$ cat config.mk
export PLATFORM = sky130hd
export DESIGN_NAME = sarcv_top
export DESIGN_NICKNAME = d
export VERILOG_FILES = /design/src/hdl/sarcv_pkg.sv /design/src/hdl/sarcv_sync.sv /design/src/hdl/sarcv_top.sv
export SDC_FILE = /design/constraint.sdc
export NUM_CORES = 1
export LEC_CHECK = 0
export BUFFER_PORTS_ARGS = -buffer_cell sky130_fd_sc_hd__buf_2
export CAP_MARGIN = 20
export CORE_MARGIN = 2
export CORE_UTILIZATION = 50
export DETAILED_ROUTE_END_ITERATION = 8
export GPL_ROUTABILITY_DRIVEN = 0
export GPL_TIMING_DRIVEN = 0
export HOLD_SLACK_MARGIN = 0.1
export PLACE_DENSITY = 0.78
export SYNTH_ARGS = -nofsm -noshare
export SYNTH_HDL_FRONTEND = slang
export SYNTH_HIERARCHICAL = 1
export SYNTH_SLANG_ARGS = --single-unit
$ cat constraint.sdc
create_clock -name I_MCLK -period 1.68 [get_ports I_MCLK]
set_input_delay 0 -clock I_MCLK [delete_from_list [all_inputs] [get_ports I_MCLK]]
set_output_delay 0 -clock I_MCLK [all_outputs]
set_load 0.1 [all_outputs]
$ cat src/hdl/sarcv_pkg.sv
// sarcv_pkg: shared constants and types for the serial conversion-cycle block.
// assumes a 10 MHz system clock; the link pins are asynchronous to it.
package sarcv_pkg;
    // system clock
    localparam int MCLK_PERIOD_NS = 100;          // 10 MHz
    // falling link-clock edge on which the sample is held
    localparam int HOLD_EDGE      = 3;
    // whole link-clock periods added to the select set-up for acquisition
    localparam int ACQ_PERIODS    = 2;
    // leading zeros ahead of the result
    localparam int LEAD_ZEROS     = 4;
    // conversion periods are the resolution plus this many
    localparam int CONV_EXTRA     = 1;
    // least acquisition times, ns, at normal and at low supply
    localparam int T_ACQ_MIN_NS     = 643;
    localparam int T_ACQ_MIN_LOW_NS = 1368;
    // least times rounded up to whole system clocks
    localparam int ACQ_MIN_CYC     = (T_ACQ_MIN_NS + MCLK_PERIOD_NS - 1) / MCLK_PERIOD_NS;
    localparam int ACQ_MIN_LOW_CYC = (T_ACQ_MIN_LOW_NS + MCLK_PERIOD_NS - 1) / MCLK_PERIOD_NS;
    // edge counter and acquisition timer widths
    localparam int CNT_W = 5;
    localparam int ACQ_W = 5;

    // conversion-cycle phases
    typedef enum logic [1:0] {
        SARCV_DOWN,      // powered down, waiting for select
        SARCV_ACQ,       // tracking the input
        SARCV_CONV,      // holding and shifting the result
        SARCV_DONE       // end of conversion, output released
    } sarcv_state_t;

    // serial output pin as data and enable
    typedef struct packed {
        logic data;
        logic oe;
    } sarcv_pin_t;

    // synchronised link inputs, current and previous
    typedef struct packed {
        logic cs_n;
        logic sclk;
    } sarcv_link_t;
endpackage

$ cat src/hdl/sarcv_sync.sv
// sarcv_sync: two-flop synchroniser for the link pins plus one delayed copy for edge finding.
// assumes inputs are asynchronous to i_clk; only the second stage and its delayed copy feed logic.
`timescale 1ns/1ps
module sarcv_sync
    import sarcv_pkg::*;
#(
    parameter sarcv_link_t RST_VAL = '{cs_n: 1'b1, sclk: 1'b1}
) (
    input  wire logic        i_clk,
    input  wire logic        i_rst,
    input  wire sarcv_link_t i_async,
    output sarcv_link_t      o_sync,
    output sarcv_link_t      o_prev
);
    sarcv_link_t meta_reg;   // first stage, read only by the second
    sarcv_link_t sync_reg;   // second stage, safe to use
    sarcv_link_t prev_reg;   // one clock older, for edges

    // pins idle high, so reset to idle to avoid a false edge at release
    always_ff @(posedge i_clk or posedge i_rst) begin
        if (i_rst) begin
            meta_reg <= RST_VAL;
            sync_reg <= RST_VAL;
            prev_reg <= RST_VAL;
        end else begin
            meta_reg <= i_async;
            sync_reg <= meta_reg;
            prev_reg <= sync_reg;
        end
    end

    assign o_sync = sync_reg;
    assign o_prev = prev_reg;
endmodule

$ cat src/hdl/sarcv_top.sv
// sarcv_top: conversion-cycle sequencer and serial readout of a small sampling converter.
// assumes the host drives select and link clock as an spi master, mode 3, asynchronous to
// I_MCLK and slow enough (several system clocks per phase) to be sampled; the sampled
// input code stands in for the analog input and is steady around the hold edge.
`timescale 1ns/1ps
module sarcv_top
    import sarcv_pkg::*;
#(
    parameter int RES       = 12,    // result bits: 12, 10 or 8
    parameter bit LOW_SUPPLY = 1'b0  // selects the longer least acquisition time
) (
    input  wire logic           I_MCLK,
    input  wire logic           I_RST,
    input  wire logic           I_CS_N,
    input  wire logic           I_SCLK,
    input  wire logic [RES-1:0] I_SAMPLE_CODE,
    output logic                O_SERIAL_RESULT_OUT,
    output logic                O_SERIAL_RESULT_OUT_OE,
    output logic                O_POWERED,
    output logic                O_HOLD,
    output logic                O_ACQ_SHORT
);
    // end-of-conversion edge and acquisition limit for this variant
    localparam logic [CNT_W-1:0] HOLD_CNT  = CNT_W'(HOLD_EDGE);
    localparam logic [CNT_W-1:0] EOC_EDGE  = CNT_W'(RES + LEAD_ZEROS);
    localparam logic [CNT_W-1:0] MSB_CNT   = CNT_W'(LEAD_ZEROS - 1);
    localparam logic [ACQ_W-1:0] ACQ_LIMIT =
        ACQ_W'(LOW_SUPPLY ? ACQ_MIN_LOW_CYC : ACQ_MIN_CYC);

    sarcv_link_t      link_pins;        // raw pins gathered for the synchroniser
    sarcv_link_t      link_s;           // synchronised pins
    sarcv_link_t      link_p;           // pins one clock older
    sarcv_state_t     state_reg;        // cycle phase
    logic [CNT_W-1:0] edge_cnt_reg;     // falling link edges since select fell
    logic [ACQ_W-1:0] acq_cnt_reg;      // system clocks in acquisition since select fell, saturating
    logic [RES-1:0]   held_reg;         // code captured at hold
    logic [RES-1:0]   shift_reg;        // result still to shift out
    sarcv_pin_t       pin_reg;          // serial output pin
    logic             acq_short_reg;    // last hold came too early
    logic             cs_fall;          // select went active
    logic             cs_rise;          // select released
    logic             sclk_fall;        // gated falling link edge
    logic             hold_evt;         // this edge holds the sample
    logic             eoc_evt;          // this edge ends the conversion
    logic             cnt_evt;          // anything that moves the edge counter

    // both pins go through the same two flops, so their relative order is kept
    assign link_pins = '{cs_n: I_CS_N, sclk: I_SCLK};

    sarcv_sync u_sync (
        .i_clk   (I_MCLK),
        .i_rst   (I_RST),
        .i_async (link_pins),
        .o_sync  (link_s),
        .o_prev  (link_p)
    );

    // edges; link clock counts only while select is low
    assign cs_fall   = link_p.cs_n & ~link_s.cs_n;
    assign cs_rise   = ~link_p.cs_n & link_s.cs_n;
    assign sclk_fall = link_p.sclk & ~link_s.sclk & ~link_s.cs_n;
    assign hold_evt  = sclk_fall && (state_reg == SARCV_ACQ) && (edge_cnt_reg == HOLD_CNT - 1'b1);
    assign eoc_evt   = sclk_fall && (state_reg == SARCV_CONV) && (edge_cnt_reg == EOC_EDGE - 1'b1);
    assign cnt_evt   = cs_fall || sclk_fall;

    // phase sequencing: nothing moves without select and link clock edges
    always_ff @(posedge I_MCLK or posedge I_RST) begin
        if (I_RST) begin
            state_reg <= SARCV_DOWN;
        end else if (cs_rise) begin
            state_reg <= SARCV_DOWN;
        end else begin
            case (state_reg)
                SARCV_DOWN: begin
                    if (cs_fall) begin
                        state_reg <= SARCV_ACQ;
                    end
                end
                SARCV_ACQ: begin
                    if (hold_evt) begin
                        state_reg <= SARCV_CONV;
                    end
                end
                SARCV_CONV: begin
                    if (eoc_evt) begin
                        state_reg <= SARCV_DONE;
                    end
                end
                SARCV_DONE: begin
                    state_reg <= SARCV_DONE;  // stays in SARCV_DONE, powered down, until select is released
                end
                default: begin
                    state_reg <= SARCV_DOWN;
                end
            endcase
        end
    end

    // falling link edges counted from select; the link clock is the only conversion clock
    always_ff @(posedge I_MCLK or posedge I_RST) begin
        if (I_RST) begin
            edge_cnt_reg <= '0;
        end else if (cs_fall) begin
            edge_cnt_reg <= '0;
        end else if (sclk_fall && (state_reg == SARCV_ACQ || state_reg == SARCV_CONV)) begin
            edge_cnt_reg <= edge_cnt_reg + 1'b1;
        end
    end

    // acquisition timer; flags a hold that came before the least acquisition time
    always_ff @(posedge I_MCLK or posedge I_RST) begin
        if (I_RST) begin
            acq_cnt_reg   <= '0;
            acq_short_reg <= 1'b0;
        end else begin
            if (cs_fall) begin
                acq_cnt_reg <= '0;
            end else if (state_reg == SARCV_ACQ && acq_cnt_reg != '1) begin
                acq_cnt_reg <= acq_cnt_reg + 1'b1;
            end
            if (hold_evt && !cs_rise) begin
                acq_short_reg <= (acq_cnt_reg < ACQ_LIMIT);
            end
        end
    end

    // sample held at the third falling edge; the code is passed as straight binary
    always_ff @(posedge I_MCLK or posedge I_RST) begin
        if (I_RST) begin
            held_reg <= '0;
        end else if (hold_evt && !cs_rise) begin
            held_reg <= I_SAMPLE_CODE;
        end
    end

    // output pin and result shifter; data changes on falling link edges and select edges only
    always_ff @(posedge I_MCLK or posedge I_RST) begin
        if (I_RST) begin
            pin_reg   <= '{data: 1'b0, oe: 1'b0};
            shift_reg <= '0;
        end else if (cs_rise) begin
            pin_reg   <= '{data: 1'b0, oe: 1'b0};
        end else if (cs_fall) begin
            pin_reg   <= '{data: 1'b0, oe: 1'b1};
        end else if (sclk_fall) begin
            case (state_reg)
                SARCV_ACQ: begin
                    pin_reg.data <= 1'b0;
                    if (hold_evt) begin
                        shift_reg <= I_SAMPLE_CODE;
                    end
                end
                SARCV_CONV: begin
                    if (eoc_evt) begin
                        pin_reg <= '{data: 1'b0, oe: 1'b0};
                    end else begin
                        pin_reg.data <= shift_reg[RES-1];
                        shift_reg    <= {shift_reg[RES-2:0], 1'b0};
                    end
                end
                default: begin
                    pin_reg <= pin_reg;  // clocks after the end change nothing
                end
            endcase
        end
    end

    assign O_SERIAL_RESULT_OUT    = pin_reg.data;
    assign O_SERIAL_RESULT_OUT_OE = pin_reg.oe;
    assign O_POWERED              = (state_reg == SARCV_ACQ) || (state_reg == SARCV_CONV);
    assign O_HOLD                 = (state_reg == SARCV_CONV);
    assign O_ACQ_SHORT            = acq_short_reg;
endmodule

Yosys cells after proc, flatten, opt, wreduce, memory -nomap -nowiden
Cells that the tools add are included.
{ "totals": {"register_bits": 33, "out_inout_bits": 5} }
{ "classes": {"n_addsub": 2, "reduce_logical": 21, "eq_ne": 11, "order_cmp": 1, "muxes": 19, "bitwise": 9} }
{ "ops": {"columns": ["op", "n"], "rows": [
  ["12-bit 2-to-1 mux", 2],
  ["12-bit case mux with 2 select lines", 1],
  ["5-bit 2-to-1 mux", 4],
  ["2-bit 2-to-1 mux", 7],
  ["5-bit by 1-bit adder with 5-bit output, second input constant", 2],
  ["3-bit nonzero test", 3],
  ["2-bit case mux with 4 select lines", 1],
  ["1-bit logical AND", 7],
  ["3-bit != test, second input constant", 2],
  ["3-bit AND reduction", 2],
  ["6-bit AND reduction", 1],
  ["2-bit nonzero test", 3],
  ["5-bit by 2-bit equality test with 1-bit output, second input constant", 1],
  ["5-bit by 4-bit equality test with 1-bit output, second input constant", 1],
  ["5-bit by 3-bit less-than comparator with 1-bit output, second input constant", 1],
  ["5-bit != test, second input constant", 1],
  ["1-bit NOT", 5],
  ["1-bit bitwise AND", 4],
  ["2-bit equality test, second input constant", 2],
  ["2-bit != test, second input constant", 2],
  ["4-bit nonzero test", 1],
  ["1-bit 2-to-1 mux", 3],
  ["3-bit by 1-bit != test with 1-bit output, second input constant", 1],
  ["2-bit by 1-bit equality test with 1-bit output, second input constant", 1],
  ["other kinds (5)", 5]
]} }

Logic depth before layout (Yosys ltp)
Gate-level depths: netlist (run 1).
{ "depth": {"depth_word": 10, "mapped_depth": 8, "ltp_nobuf": 7} }

By module
Netlist (run 1), hierarchy kept.
{ "modules_own_cells": {"columns": ["mod", "area_each_um2", "seq_area_each_um2", "cells_each", "n_inst"], "rows": [
  ["sarcv_top", 1556.5, 675.6, 131, 1],
  ["sarcv_sync", 161.4, 157.7, 7, 1]
]} }

Worst setup path before layout (run 1)
No wires, ideal clock.
{ "synth_path": {"path_kind": "register to register", "start": "register state_reg[0]", "end": "register shift_reg[0]", "required_time_ps": 1555, "path_stages_with_launch": 9, "arrival_time_ps": 2411, "path_slack_ps": -856, "path_cell_list": "dfrtp_1 -> inv_1 -> ha_1 -> clkbuf_1 -> nand2_1 -> o21ai_2 -> nand3b_4 -> buf_6 -> mux2_4"} }
{ "synth_between": {"elab_chain_len": 5, "elab_cells_between_ends": 11, "cone_classes": "4 x eq/ne; 1 x mux; 6 x reduce/logical"} }
{ "synth_lines": {"columns": ["item", "line", "text"], "rows": [
  ["start: declaration", "sarcv_top.sv:33", "sarcv_state_t state_reg;"],
  ["start signal: assignment", "sarcv_top.sv:69", "state_reg <= SARCV_DOWN;"],
  ["start signal: assignment", "sarcv_top.sv:71", "state_reg <= SARCV_DOWN;"],
  ["start signal: assignment", "sarcv_top.sv:76", "state_reg <= SARCV_ACQ;"],
  ["2-bit equality test (*)", null, null],
  ["named net O_HOLD", "sarcv_top.sv:20", "output logic O_HOLD,"],
  ["1-bit logical AND (2 in a row)", "sarcv_top.sv:63", "assign eoc_evt = sclk_fall && (state_reg == SARCV_CONV) && (edge_cnt_reg == EOC_EDGE - 1'b1);"],
  ["2-bit != test (no line)", null, null],
  ["6-bit AND reduction (no line)", null, null],
  ["end signal: assignment", "sarcv_top.sv:158", "shift_reg <= {shift_reg[RES-2:0], 1'b0};"],
  ["end: declaration", "sarcv_top.sv:37", "logic [RES-1:0] shift_reg;"]
]} }
The timed path passes the listed nets; every way through them passes the cells marked *.
A chain may end at the register's enable or synchronous reset.

Worst setup path in the final report (run 1)
{ "layout_path": {"start": "register u_sync.prev_reg, in the netlist u_sync/o_prev[0]", "end": "register shift_reg[1]"} }
{ "layout_between": {"elab_chain_len": 6, "elab_cells_between_ends": 9, "cone_classes": "2 x eq/ne; 2 x bitwise; 5 x reduce/logical"} }
{ "layout_lines": {"columns": ["item", "line", "text"], "rows": [
  ["start: declaration", "sarcv_sync.sv:17", "sarcv_link_t prev_reg;"],
  ["start signal: assignment", "sarcv_sync.sv:28", "prev_reg <= sync_reg;"],
  ["1-bit bitwise AND (*) (2 in a row)", "sarcv_top.sv:61", "assign sclk_fall = link_p.sclk & ~link_s.sclk & ~link_s.cs_n;"],
  ["1-bit logical AND (on tied branches) (2 in a row)", "sarcv_top.sv:62, sarcv_top.sv:63", null],
  ["2-bit != test (no line)", null, null],
  ["6-bit AND reduction (no line) (*)", null, null]
]} }
Every way passes the cells marked *; elsewhere a longest branch is shown, timed or not.

==> reports/summary.txt, run 1 <==
outcome = finished, violations left
failing checks = negative setup slack
I/O Buffers = 20
RSZ-0062 raised after global routing = true
final wirelength = 3450 µm
Setup crit start kind = register
Clock power frac = 0.119
global-route usage over all layers = 0.196
DP Wirelength = 2180 µm
P_int = 0.00215 W
max-slew violations = 0
R2R setup slack = -0.18 ns
Worst EP required = 1.90 ns
post-route antenna net violation count = 0
DRT iter0 DRCs = 42
biggest cell delay along the critical path = 0.54 ns
routed vias = 1209
Placement Setup Slack = -0.254 ns
number of distinct library cells after synthesis = 33
Inserted Diodes = 0
H-tree depth = 2
global-route wire length before repair = 5840 µm
antenna violations before repair = 0
TritonCTS buffer count = 5
final core area utilization = 0.716
clock skew = 0.0117 ns
max reg flops = 12
fill cell count = 233
Die X = 62.6 µm
Pwr Density = 1530 mW/mm²
Rel. slew slack = 0.679
largest net degree at the start of global routing = 28
# nets final = 221
root buffer cell = clkbuf_4
TritonRoute pass-1 iters = 4
Storage cell area = 833 µm²
critical path fanouts, max = 10
Max Clock Freq = 0.538 GHz
Final setup viols = 15
via density per instance = 5.02
Max Cap Viol = 0
Area Growth Syn to Fin = 38.0%
setup_tns = -2.29 ns
layout cells sized above 1 = 0.533
setup ws final = -0.180 ns
min Tclk post-route = 1.86 ns
Final Hold Fails = 0
GR Util met2 = 0.332
TritonCTS clock tree = done
register area share after synthesis = 0.485
multi-input logic area = 941 µm²
sw power = 0.00148 W
Routed wire per std cell = 14.3 µm
ordered cell list for the critical path = or3b_4, o21ai_4, nand3b_4, buf_12, mux2_4
#FFs+latches synth = 33
Sequential Power Share = 0.339
Worst-Skew Late Latency = 0.34 ns
cell family with most CP delay = simple AND/OR/NAND/NOR gates
DRC = 0
die area = 0.00392 mm²
slowest CP cell = dfstp_2
# IOs = 21
Post-Syn Area = 0.00172 mm²
Die H = 62.6 µm
switch share = 0.407
maximum root-to-sink buffer count = 2
met3 Use GR = 0.0523
Core ar. = 0.00331 mm²
syn nets = 165
CTS Sinks = 33
leakage = 1.13 nW
final cycle utilization of the critical path = 1.11
pin slew with the least headroom to its limit = 0.485 ns
number of global-route vias before repair = 1281
Initial Util = 0.519
busiest grt layer = met2
dpl cells = 204
Syn Inst Count = 138
Setup crit end kind = register
crit path DAT = 2.08 ns
Worst IR Drop VDD = 1.56 mV
HP Class = input pin to async pin
Yosys warning count = 6
GRT overflow = 0
synthesized area per cell = 12.4 µm²
Buf/Inv on CP = 1
grt met1 use = 0.227
final non-filler cell total = 241
CTS clk-pin slew, worst paths = 0.11 ns
WS Path Type = register to register
Gate power share = 0.543
Row Count = 21
## worst paths after layout
check,to,depth (start not counted),from
max in group asynchronous,shift_reg[1],4,I_RST
hold / removal,edge_cnt_reg[4],3,I_RST
setup / recovery,shift_reg[1],5,u_sync/o_prev[0]
hold reg to reg,u_sync/o_sync[1],0,u_sync/meta_reg[1]
min in group I_MCLK,u_sync/meta_reg[1],2,I_CS_N
setup reg to reg,shift_reg[1],5,u_sync/o_prev[0]
## layer usage
metal  routed length, µm  share of wire  up-vias
li1                    -              -      584
met1                1500           0.43      586
met2                1710           0.50       26
met3                 119          0.035       13
met4                 121          0.035        0
met5                   0              0        -
## worst reg2reg max path: cells and delay by family, from the launching register on
family          cells  cell delay [ns]
buf+inv             1             0.15
mux                 1             0.30
simple gates        2             0.59
compound gates      1             0.16
flops               1             0.54
## cell families (layout without fill, tap and decap cells)
family | after synthesis | after routing | share of synthesized area
buffers and inverters | 16 | 73 | 0.0422
muxes | 29 | 29 | 0.209
DFF | 33 | 33 | 0.485
adders and majority gates | 11 | 11 | 0.0801
AOI/OAI and AO/OA | 9 | 9 | 0.0357
xor gates and xnor gates | 6 | 6 | 0.0306
and+or+nand+nor | 34 | 34 | 0.117
## through the flow
step                      area [µm²]  hold slack, ns  total power, W
final                           2370           0.105         0.00363
after global routing            2370           0.105         0.00386
after CTS                       2260           0.285         0.00352
after detailed placement        1940           0.107         0.00290
after global placement          1940           0.107         0.00282
after floorplan                 1780       -0.000977         0.00269
## area by class of cell
cell class | instances | share of cell area
clock inverters | 3 | 0.00739
well taps | 46 | 0.0243
flip-flops and latches | 33 | 0.351
repair buffers | 49 | 0.160
inverters | 10 | 0.0158
plain buffers | 6 | 0.0285
clock buffers | 5 | 0.0158
multi-input cells | 89 | 0.397
## Yosys cell counts (all sizes together)
master  number  area [µm²]
dfrtp       27         676
mux2        25         319
ha          11         138
inv         10        37.5
nor2        10        37.5
nand2        8        32.5
dfstp        6         158
mux2i        4        40.0
o21ai        4        23.8
xor2         4        35.0
buf          3        23.8
clkbuf       3        11.3
a211oi       2        15.0
and3         2        12.5
nand4        2        12.5
nor2b        2        12.5
nor4         2        12.5
or2          2        12.5
xnor2        2        17.5
a21oi        1        5.00
a22o         1        8.76
a311oi       1        8.76
nand3        1        5.00
nand3b       1        20.0
nor4b        1        8.76
nor4bb       1        10.0
or3b         1        11.3
or4b         1        13.8
## placed cells by master (no fill, tap or decap), types with 2 or more instances in the layout
cell,instances
a211oi_1,2
and3_4,2
buf_2,20
buf_4,13
buf_6,3
clkbuf_4,5
clkinv_2,2
dfrtp_1,27
dfstp_2,6
dlygate4sd3_1,15
ha_1,4
ha_2,3
ha_4,4
inv_1,8
inv_2,2
mux2_2,14
mux2_4,11
mux2i_1,4
nand2_1,6
nand4_1,2
nor2_1,10
o21ai_2,2
or2_2,2
xnor2_1,2
xor2_1,4
## power by group through the flow
stage	Combinational [W]	Clock [W]	Sequential, W
after CTS	0.00184	0.000452	0.00122
after detailed placement	0.00163	0	0.00127
after global placement	0.00158	0	0.00124
after floorplan	0.00132	0	0.00137
after global routing	0.00211	0.000482	0.00127
final	0.00197	0.000430	0.00123
## timing repair
item                       in CTS  in global routing
hold endpoints to repair       47                  0
pin swaps                       2                  9
gates resized for setup        11                 13
setup endpoints to repair      19                 21
buffers inserted                9                  4
hold buffers                   15                  0
Power figures use the tool's default switching activity.
==> run 2: changes to the inputs <==
Settings changed: PLACE_DENSITY 0.78 to 0.75.
Clock period 1.68 ns to 2.3 ns, I/O delays scaled along.
==> reports/summary.txt, run 2 (synthesized netlist as in run 1, its figures left out) <==
Max Clock Freq = 0.477 GHz (-11%)
final wirelength = 3040 µm (-12%)
Die H = 62.6 µm (unchanged)
WS Path Type = register to register
setup_tns = 0 ns (+2.29 ns)
critical path fanouts, max = 10 (unchanged)
Hold Buf Count CTS = 15 (unchanged)
outcome = finished, final reports clean
final cycle utilization of the critical path = 0.912 (-0.195)
Routed wire per std cell = 13.3 µm (-6.8%)
Initial Util = 0.519 (unchanged)
post-route antenna net violation count = 0 (unchanged)
R2R setup slack = 0.20 ns (+0.38 ns)
Worst IR Drop VDD = 1.08 mV (-31%)
leakage = 1.04 nW (-7.4%)
Setup Fix Bufs, Post-CTS = 0 (-9)
most frequent cells in the layout = dfrtp_1, buf_2, mux2_2, dlygate4sd3_1
final non-filler cell total = 228 (-5.4%)
GRT overflow = 0 (unchanged)
dpl cells = 204 (unchanged)
Clock power frac = 0.178 (+0.059)
root buffer cell = clkbuf_4
die area = 0.00392 mm² (unchanged)
P_int = 0.00152 W (-30%)
global-route wire length before repair = 5420 µm (-7.2%)
Core ar. = 0.00331 mm² (unchanged)
Die X = 62.6 µm (unchanged)
final core area utilization = 0.644 (-0.0726)
Max Cap Viol = 0 (unchanged)
TritonCTS buffer count = 5 (unchanged)
CTS clk-pin slew, worst paths = 0.10 ns (about the same)
Rel. slew slack = 0.639 (-0.0401)
DRC = 0 (unchanged)
overall power = 0.00249 W (-32%)
via density per instance = 5.01 (about the same)
max-slew violations = 0 (unchanged)
sw power = 0.000970 W (-34%)
Gate power share = 0.459 (-0.084)
Setup crit end kind = register
Inserted Diodes = 0 (unchanged)
multi-input logic area = 817 µm² (-13%)
I/O Buffers = 20 (unchanged)
HP Class = input pin to async pin
maximum root-to-sink buffer count = 2 (unchanged)
terminus of the critical flop-to-flop path = shift_reg[2]
Setup crit start kind = register
TritonRoute pass-1 iters = 4 (unchanged)
Pwr Density = 1170 mW/mm² (-24%)
H-tree depth = 2 (unchanged)
Area Growth Syn to Fin = 24.0%
pin slew with the least headroom to its limit = 0.541 ns (+0.0563 ns)
TritonCTS clock tree = done
Hold Slack = 0.261 ns (+0.156 ns)
reg2reg start = state_reg[0]
Row Count = 21 (unchanged)
global-route usage over all layers = 0.177 (-0.0191)
Storage cell area = 833 µm² (unchanged)
RSZ-0062 raised after global routing = false
clock skew = 0.0100 ns (-0.00164 ns)
largest net degree at the start of global routing = 28 (unchanged)
Final Hold Fails = 0 (unchanged)
Worst EP required = 2.51 ns (+0.61 ns)
Worst-Skew Late Latency = 0.33 ns (about the same)
# IOs = 21 (unchanged)
most common cell after layout, fill and taps aside = dfrtp_1
# nets final = 208 (-5.9%)
CTS Sinks = 33 (unchanged)
number of global-route vias before repair = 1238 (-3.4%)
DP Wirelength = 2150 µm (-1.3%)
Sequential Power Share = 0.363 (+0.024)
crit path DAT = 2.31 ns (+0.23 ns)
DRT iter0 DRCs = 28 (-33%)
CTS resizes = 0 (-11)
min Tclk post-route = 2.10 ns (+0.238 ns)
max reg flops = 12 (unchanged)
routed vias = 1143 (-5.5%)
switch share = 0.390 (-0.0172)
Final setup viols = 0 (-15)
layout cells sized above 1 = 0.390 (-0.143)
Reg2Reg Depth = 8 (+3)
fill cell count = 264 (+13%)
antenna violations before repair = 0 (unchanged)
[run 2: cell types whose count changed in the layout (fill, tap and decap cells not counted), moves of 3 or more]
cell,delta
ha_1,+5
clkbuf_1,+3
ha_4,-4
buf_4,-12
[run 2: worst max-delay path by stage]
stage | depth (start not counted) | start | to | slack, ns
final | 8 | state_reg[0] | shift_reg[2] | 0.20
after floorplan | 8 | state_reg[0] | shift_reg[0] | 0.05
after CTS | 8 | state_reg[0] | shift_reg[2] | 0.16
after global routing | 7 | state_reg[0] | O_SERIAL_RESULT_OUT | 0.05
after global placement | 8 | state_reg[0] | shift_reg[11] | 0.28
after detailed placement | 8 | state_reg[0] | shift_reg[1] | 0.19
[run 2: layout make-up]
cell class	count	share of cell area
sequential	33	0.391
clock buffer	7	0.0258
multi-input combinational	89	0.383
buffer	6	0.0164
inverter	10	0.0176
tap	46	0.0270
timing repair buffer	36	0.124
clock inverter	1	0.0141
[run 2: power groups by stage]
stage | Sequential (W) | Combinational (W) | Clock (W)
2_1_floorplan | 0.000995 | 0.000865 | 0
3_3_place_gp | 0.000901 | 0.00108 | 0
3_5_place_dp | 0.000915 | 0.00112 | 0
4_1_cts | 0.000904 | 0.00114 | 0.000456
5_1_grt | 0.000933 | 0.00124 | 0.000480
6_report | 0.000903 | 0.00114 | 0.000442
[run 2: worst max-delay path, cell delays in order, from the launching register on]
cell      delay [ns]
dfrtp_1         0.43
inv_1           0.10
ha_2            0.17
clkbuf_1        0.29
nand2_1         0.13
o21ai_2         0.17
nand3b_4        0.18
buf_6           0.18
mux2_4          0.32
[run 2: metrics by stage]
stage	worst slack, ns	cell area (µm²)
6_report	0.203	2130
3_3_place_gp	0.280	1880
4_1_cts	0.164	2120
3_5_place_dp	0.188	1880
5_1_grt	0.0463	2130
2_1_floorplan	0.0510	1720
[run 2: routing by layer]
layer  up-vias  share of wire  GRT usage
met5         -              0          0
met4         0          0.017     0.0778
met3         7          0.044     0.0360
met2        25           0.51      0.309
met1       552           0.43      0.209
li1        559              -          -
==> run 3: changes to the inputs <==
==> constraint.sdc (replaced) <==
create_clock -name I_MCLK -period 2.3 [get_ports I_MCLK]
set_input_delay 0.345 -clock I_MCLK [delete_from_list [all_inputs] [get_ports I_MCLK]]
set_output_delay 0.345 -clock I_MCLK [all_outputs]
set_load 0.1 [all_outputs]
==> reports/summary.txt, run 3 (synthesized netlist as in run 1, its figures left out) <==
antenna violations before repair = 0 (unchanged)
CTS clk-pin slew, worst paths = 0.11 ns (about the same)
die area = 0.00392 mm² (unchanged)
max-slew violations = 0 (unchanged)
Hold Path Depth = 0
global-route wire length before repair = 5030 µm (-7.2%)
DRC = 0 (unchanged)
GRT overflow = 0 (unchanged)
TritonRoute pass-1 iters = 4 (unchanged)
Setup crit start kind = register
outcome = finished, final reports clean
busiest grt layer = met2
HP Class = register to register
most frequent cells in the layout = dfrtp_1, buf_2, mux2_2
Die X = 62.6 µm (unchanged)
root buffer cell = clkbuf_4
setup_tns = 0 ns (unchanged)
slowest CP cell = dfrtp_1
Buf/Inv on CP = 3 (unchanged)
Pwr Density = 1230 mW/mm² (+5.2%)
Routed wire per std cell = 13.5 µm (+1.2%)
Max Clock Freq = 0.472 GHz (-0.99%)
Worst EP required = 2.51 ns (about the same)
clock skew = 0.0148 ns (+0.00477 ns)
fill cell count = 282 (+6.8%)
Rel. slew slack = 0.661 (+0.0220)
final core area utilization = 0.611 (-0.0325)
maximum root-to-sink buffer count = 2 (unchanged)
critical path fanouts, max = 10 (unchanged)
Die H = 62.6 µm (unchanged)
max reg flops = 12 (unchanged)
Core ar. = 0.00331 mm² (unchanged)
via density per instance = 5.12 (+2.1%)
WS Path Type = register to register
Final setup viols = 0 (unchanged)
Post-Place Cell Area = 0.00188 mm² (unchanged)
Final Hold Fails = 0 (unchanged)
ordered cell list for the critical path = inv_1, ha_2, clkbuf_1, nand2_1, o21ai_2, nand3b_4, buf_6, mux2_4
GR Util met2 = 0.277 (-0.0323)
min Tclk post-route = 2.12 ns (+0.0209 ns)
final wirelength = 2910 µm (-4.1%)
Max Cap Viol = 0 (unchanged)
final cycle utilization of the critical path = 0.921 (+0.00909)
grt met1 use = 0.198 (-0.0118)
Initial Util = 0.519 (unchanged)
Reg2Reg Depth = 8 (unchanged)
RSZ-0062 raised after global routing = false
Inserted Diodes = 0 (unchanged)
TritonCTS clock tree = done
# nets final = 196 (-5.8%)
Setup crit end kind = register
DRT iter0 DRCs = 37 (+32%)
layout cells sized above 1 = 0.418 (+0.0275)
post-route antenna net violation count = 0 (unchanged)
DP Wirelength = 2150 µm (unchanged)
TritonCTS buffer count = 5 (unchanged)
# IOs = 21 (unchanged)
CTS Sinks = 33 (unchanged)
Area Growth Syn to Fin = 17.8%
most common cell after layout, fill and taps aside = dfrtp_1
multi-input logic area = 817 µm² (unchanged)
Hold Slack = 0.359 ns (+0.0983 ns)
pin slew with the least headroom to its limit = 0.508 ns (-0.0329 ns)
cell family with most CP delay = buffers and inverters
routed vias = 1106 (-3.2%)
largest net degree at the start of global routing = 28 (unchanged)
crit path DAT = 2.33 ns (+0.02 ns)
number of global-route vias before repair = 1148 (-7.3%)
Worst IR Drop VDD = 1.10 mV (+2.4%)
post-route cell area = 0.00202 mm² (-5.0%)
Crit path depth = 8 (unchanged)
Storage cell area = 833 µm² (unchanged)
Worst-Skew Late Latency = 0.33 ns (about the same)
global-route usage over all layers = 0.163 (-0.0132)
R2R setup slack = 0.18 ns (-0.02 ns)
Row Count = 21 (unchanged)
leakage = 0.998 nW (-4.3%)
H-tree depth = 2 (unchanged)
met3 Use GR = 0.0378 (+0.00180)
biggest cell delay along the critical path = 0.43 ns (about the same)
I/O Buffers = 20 (unchanged)
run 3: cell count changes in the layout (fill, tap and decap cells not counted), sizes merged:
cell | before | now
dlygate4sd3 | 15 | 3
run 3: repair_timing:
action | in CTS | in global routing
resized for setup | 0 | 0
endpoints found under the hold margin | 0 | 12
hold buffers | 0 | 3
setup buffers | 0 | 0
run 3: area by class of cell:
type / count / share of cell area
Buffer: 6 / 0.0173
Clock buffer: 7 / 0.0272
Inverter: 10 / 0.0186
Tap cell: 46 / 0.0284
Sequential cell: 33 / 0.412
Timing Repair Buffer: 24 / 0.0779
Multi-Input combinational cell: 89 / 0.404
Clock inverter: 1 / 0.0148
run 3: metrics by stage:
step / setup WS (ns) / total power [W] / cells
CTS: 0.164 / 0.00249 / 212
global placement: 0.280 / 0.00198 / 204
finish: 0.182 / 0.00249 / 216
global route: 0.0596 / 0.00265 / 216
detailed placement: 0.188 / 0.00204 / 204
floorplan: 0.0510 / 0.00186 / 138
run 3: path summary, 6_finish.rpt:
check | startpoint | end
setup / recovery | state_reg[0] | shift_reg[2]
hold / removal | u_sync/meta_reg[1] | u_sync/o_sync[1]
setup reg to reg | state_reg[0] | shift_reg[2]
hold reg to reg | u_sync/meta_reg[1] | u_sync/o_sync[1]
max in group asynchronous | I_RST | O_SERIAL_RESULT_OUT
min in group asynchronous | I_RST | edge_cnt_reg[4]
run 3: report_power, final:
| part | leakage (nW) | total (W) | internal [W] | switching, W |
|---|---|---|---|---|
| registers | 0.402 | 0.000904 | 0.000775 | 0.000130 |
| logic | 0.550 | 0.00113 | 0.000474 | 0.000659 |
| clock network | 0.0455 | 0.000448 | 0.000260 | 0.000188 |
| total | 0.998 | 0.00249 | 0.00151 | 0.000977 |
run 3: metal layers:
| layer | part of all wire | vias to the layer above | wire (µm) |
|---|---|---|---|
| li1 | - | 536 | - |
| met1 | 0.44 | 549 | 1270 |
| met2 | 0.52 | 16 | 1510 |
| met3 | 0.031 | 5 | 90 |
| met4 | 0.013 | 0 | 39 |
| met5 | 0 | - | 0 |
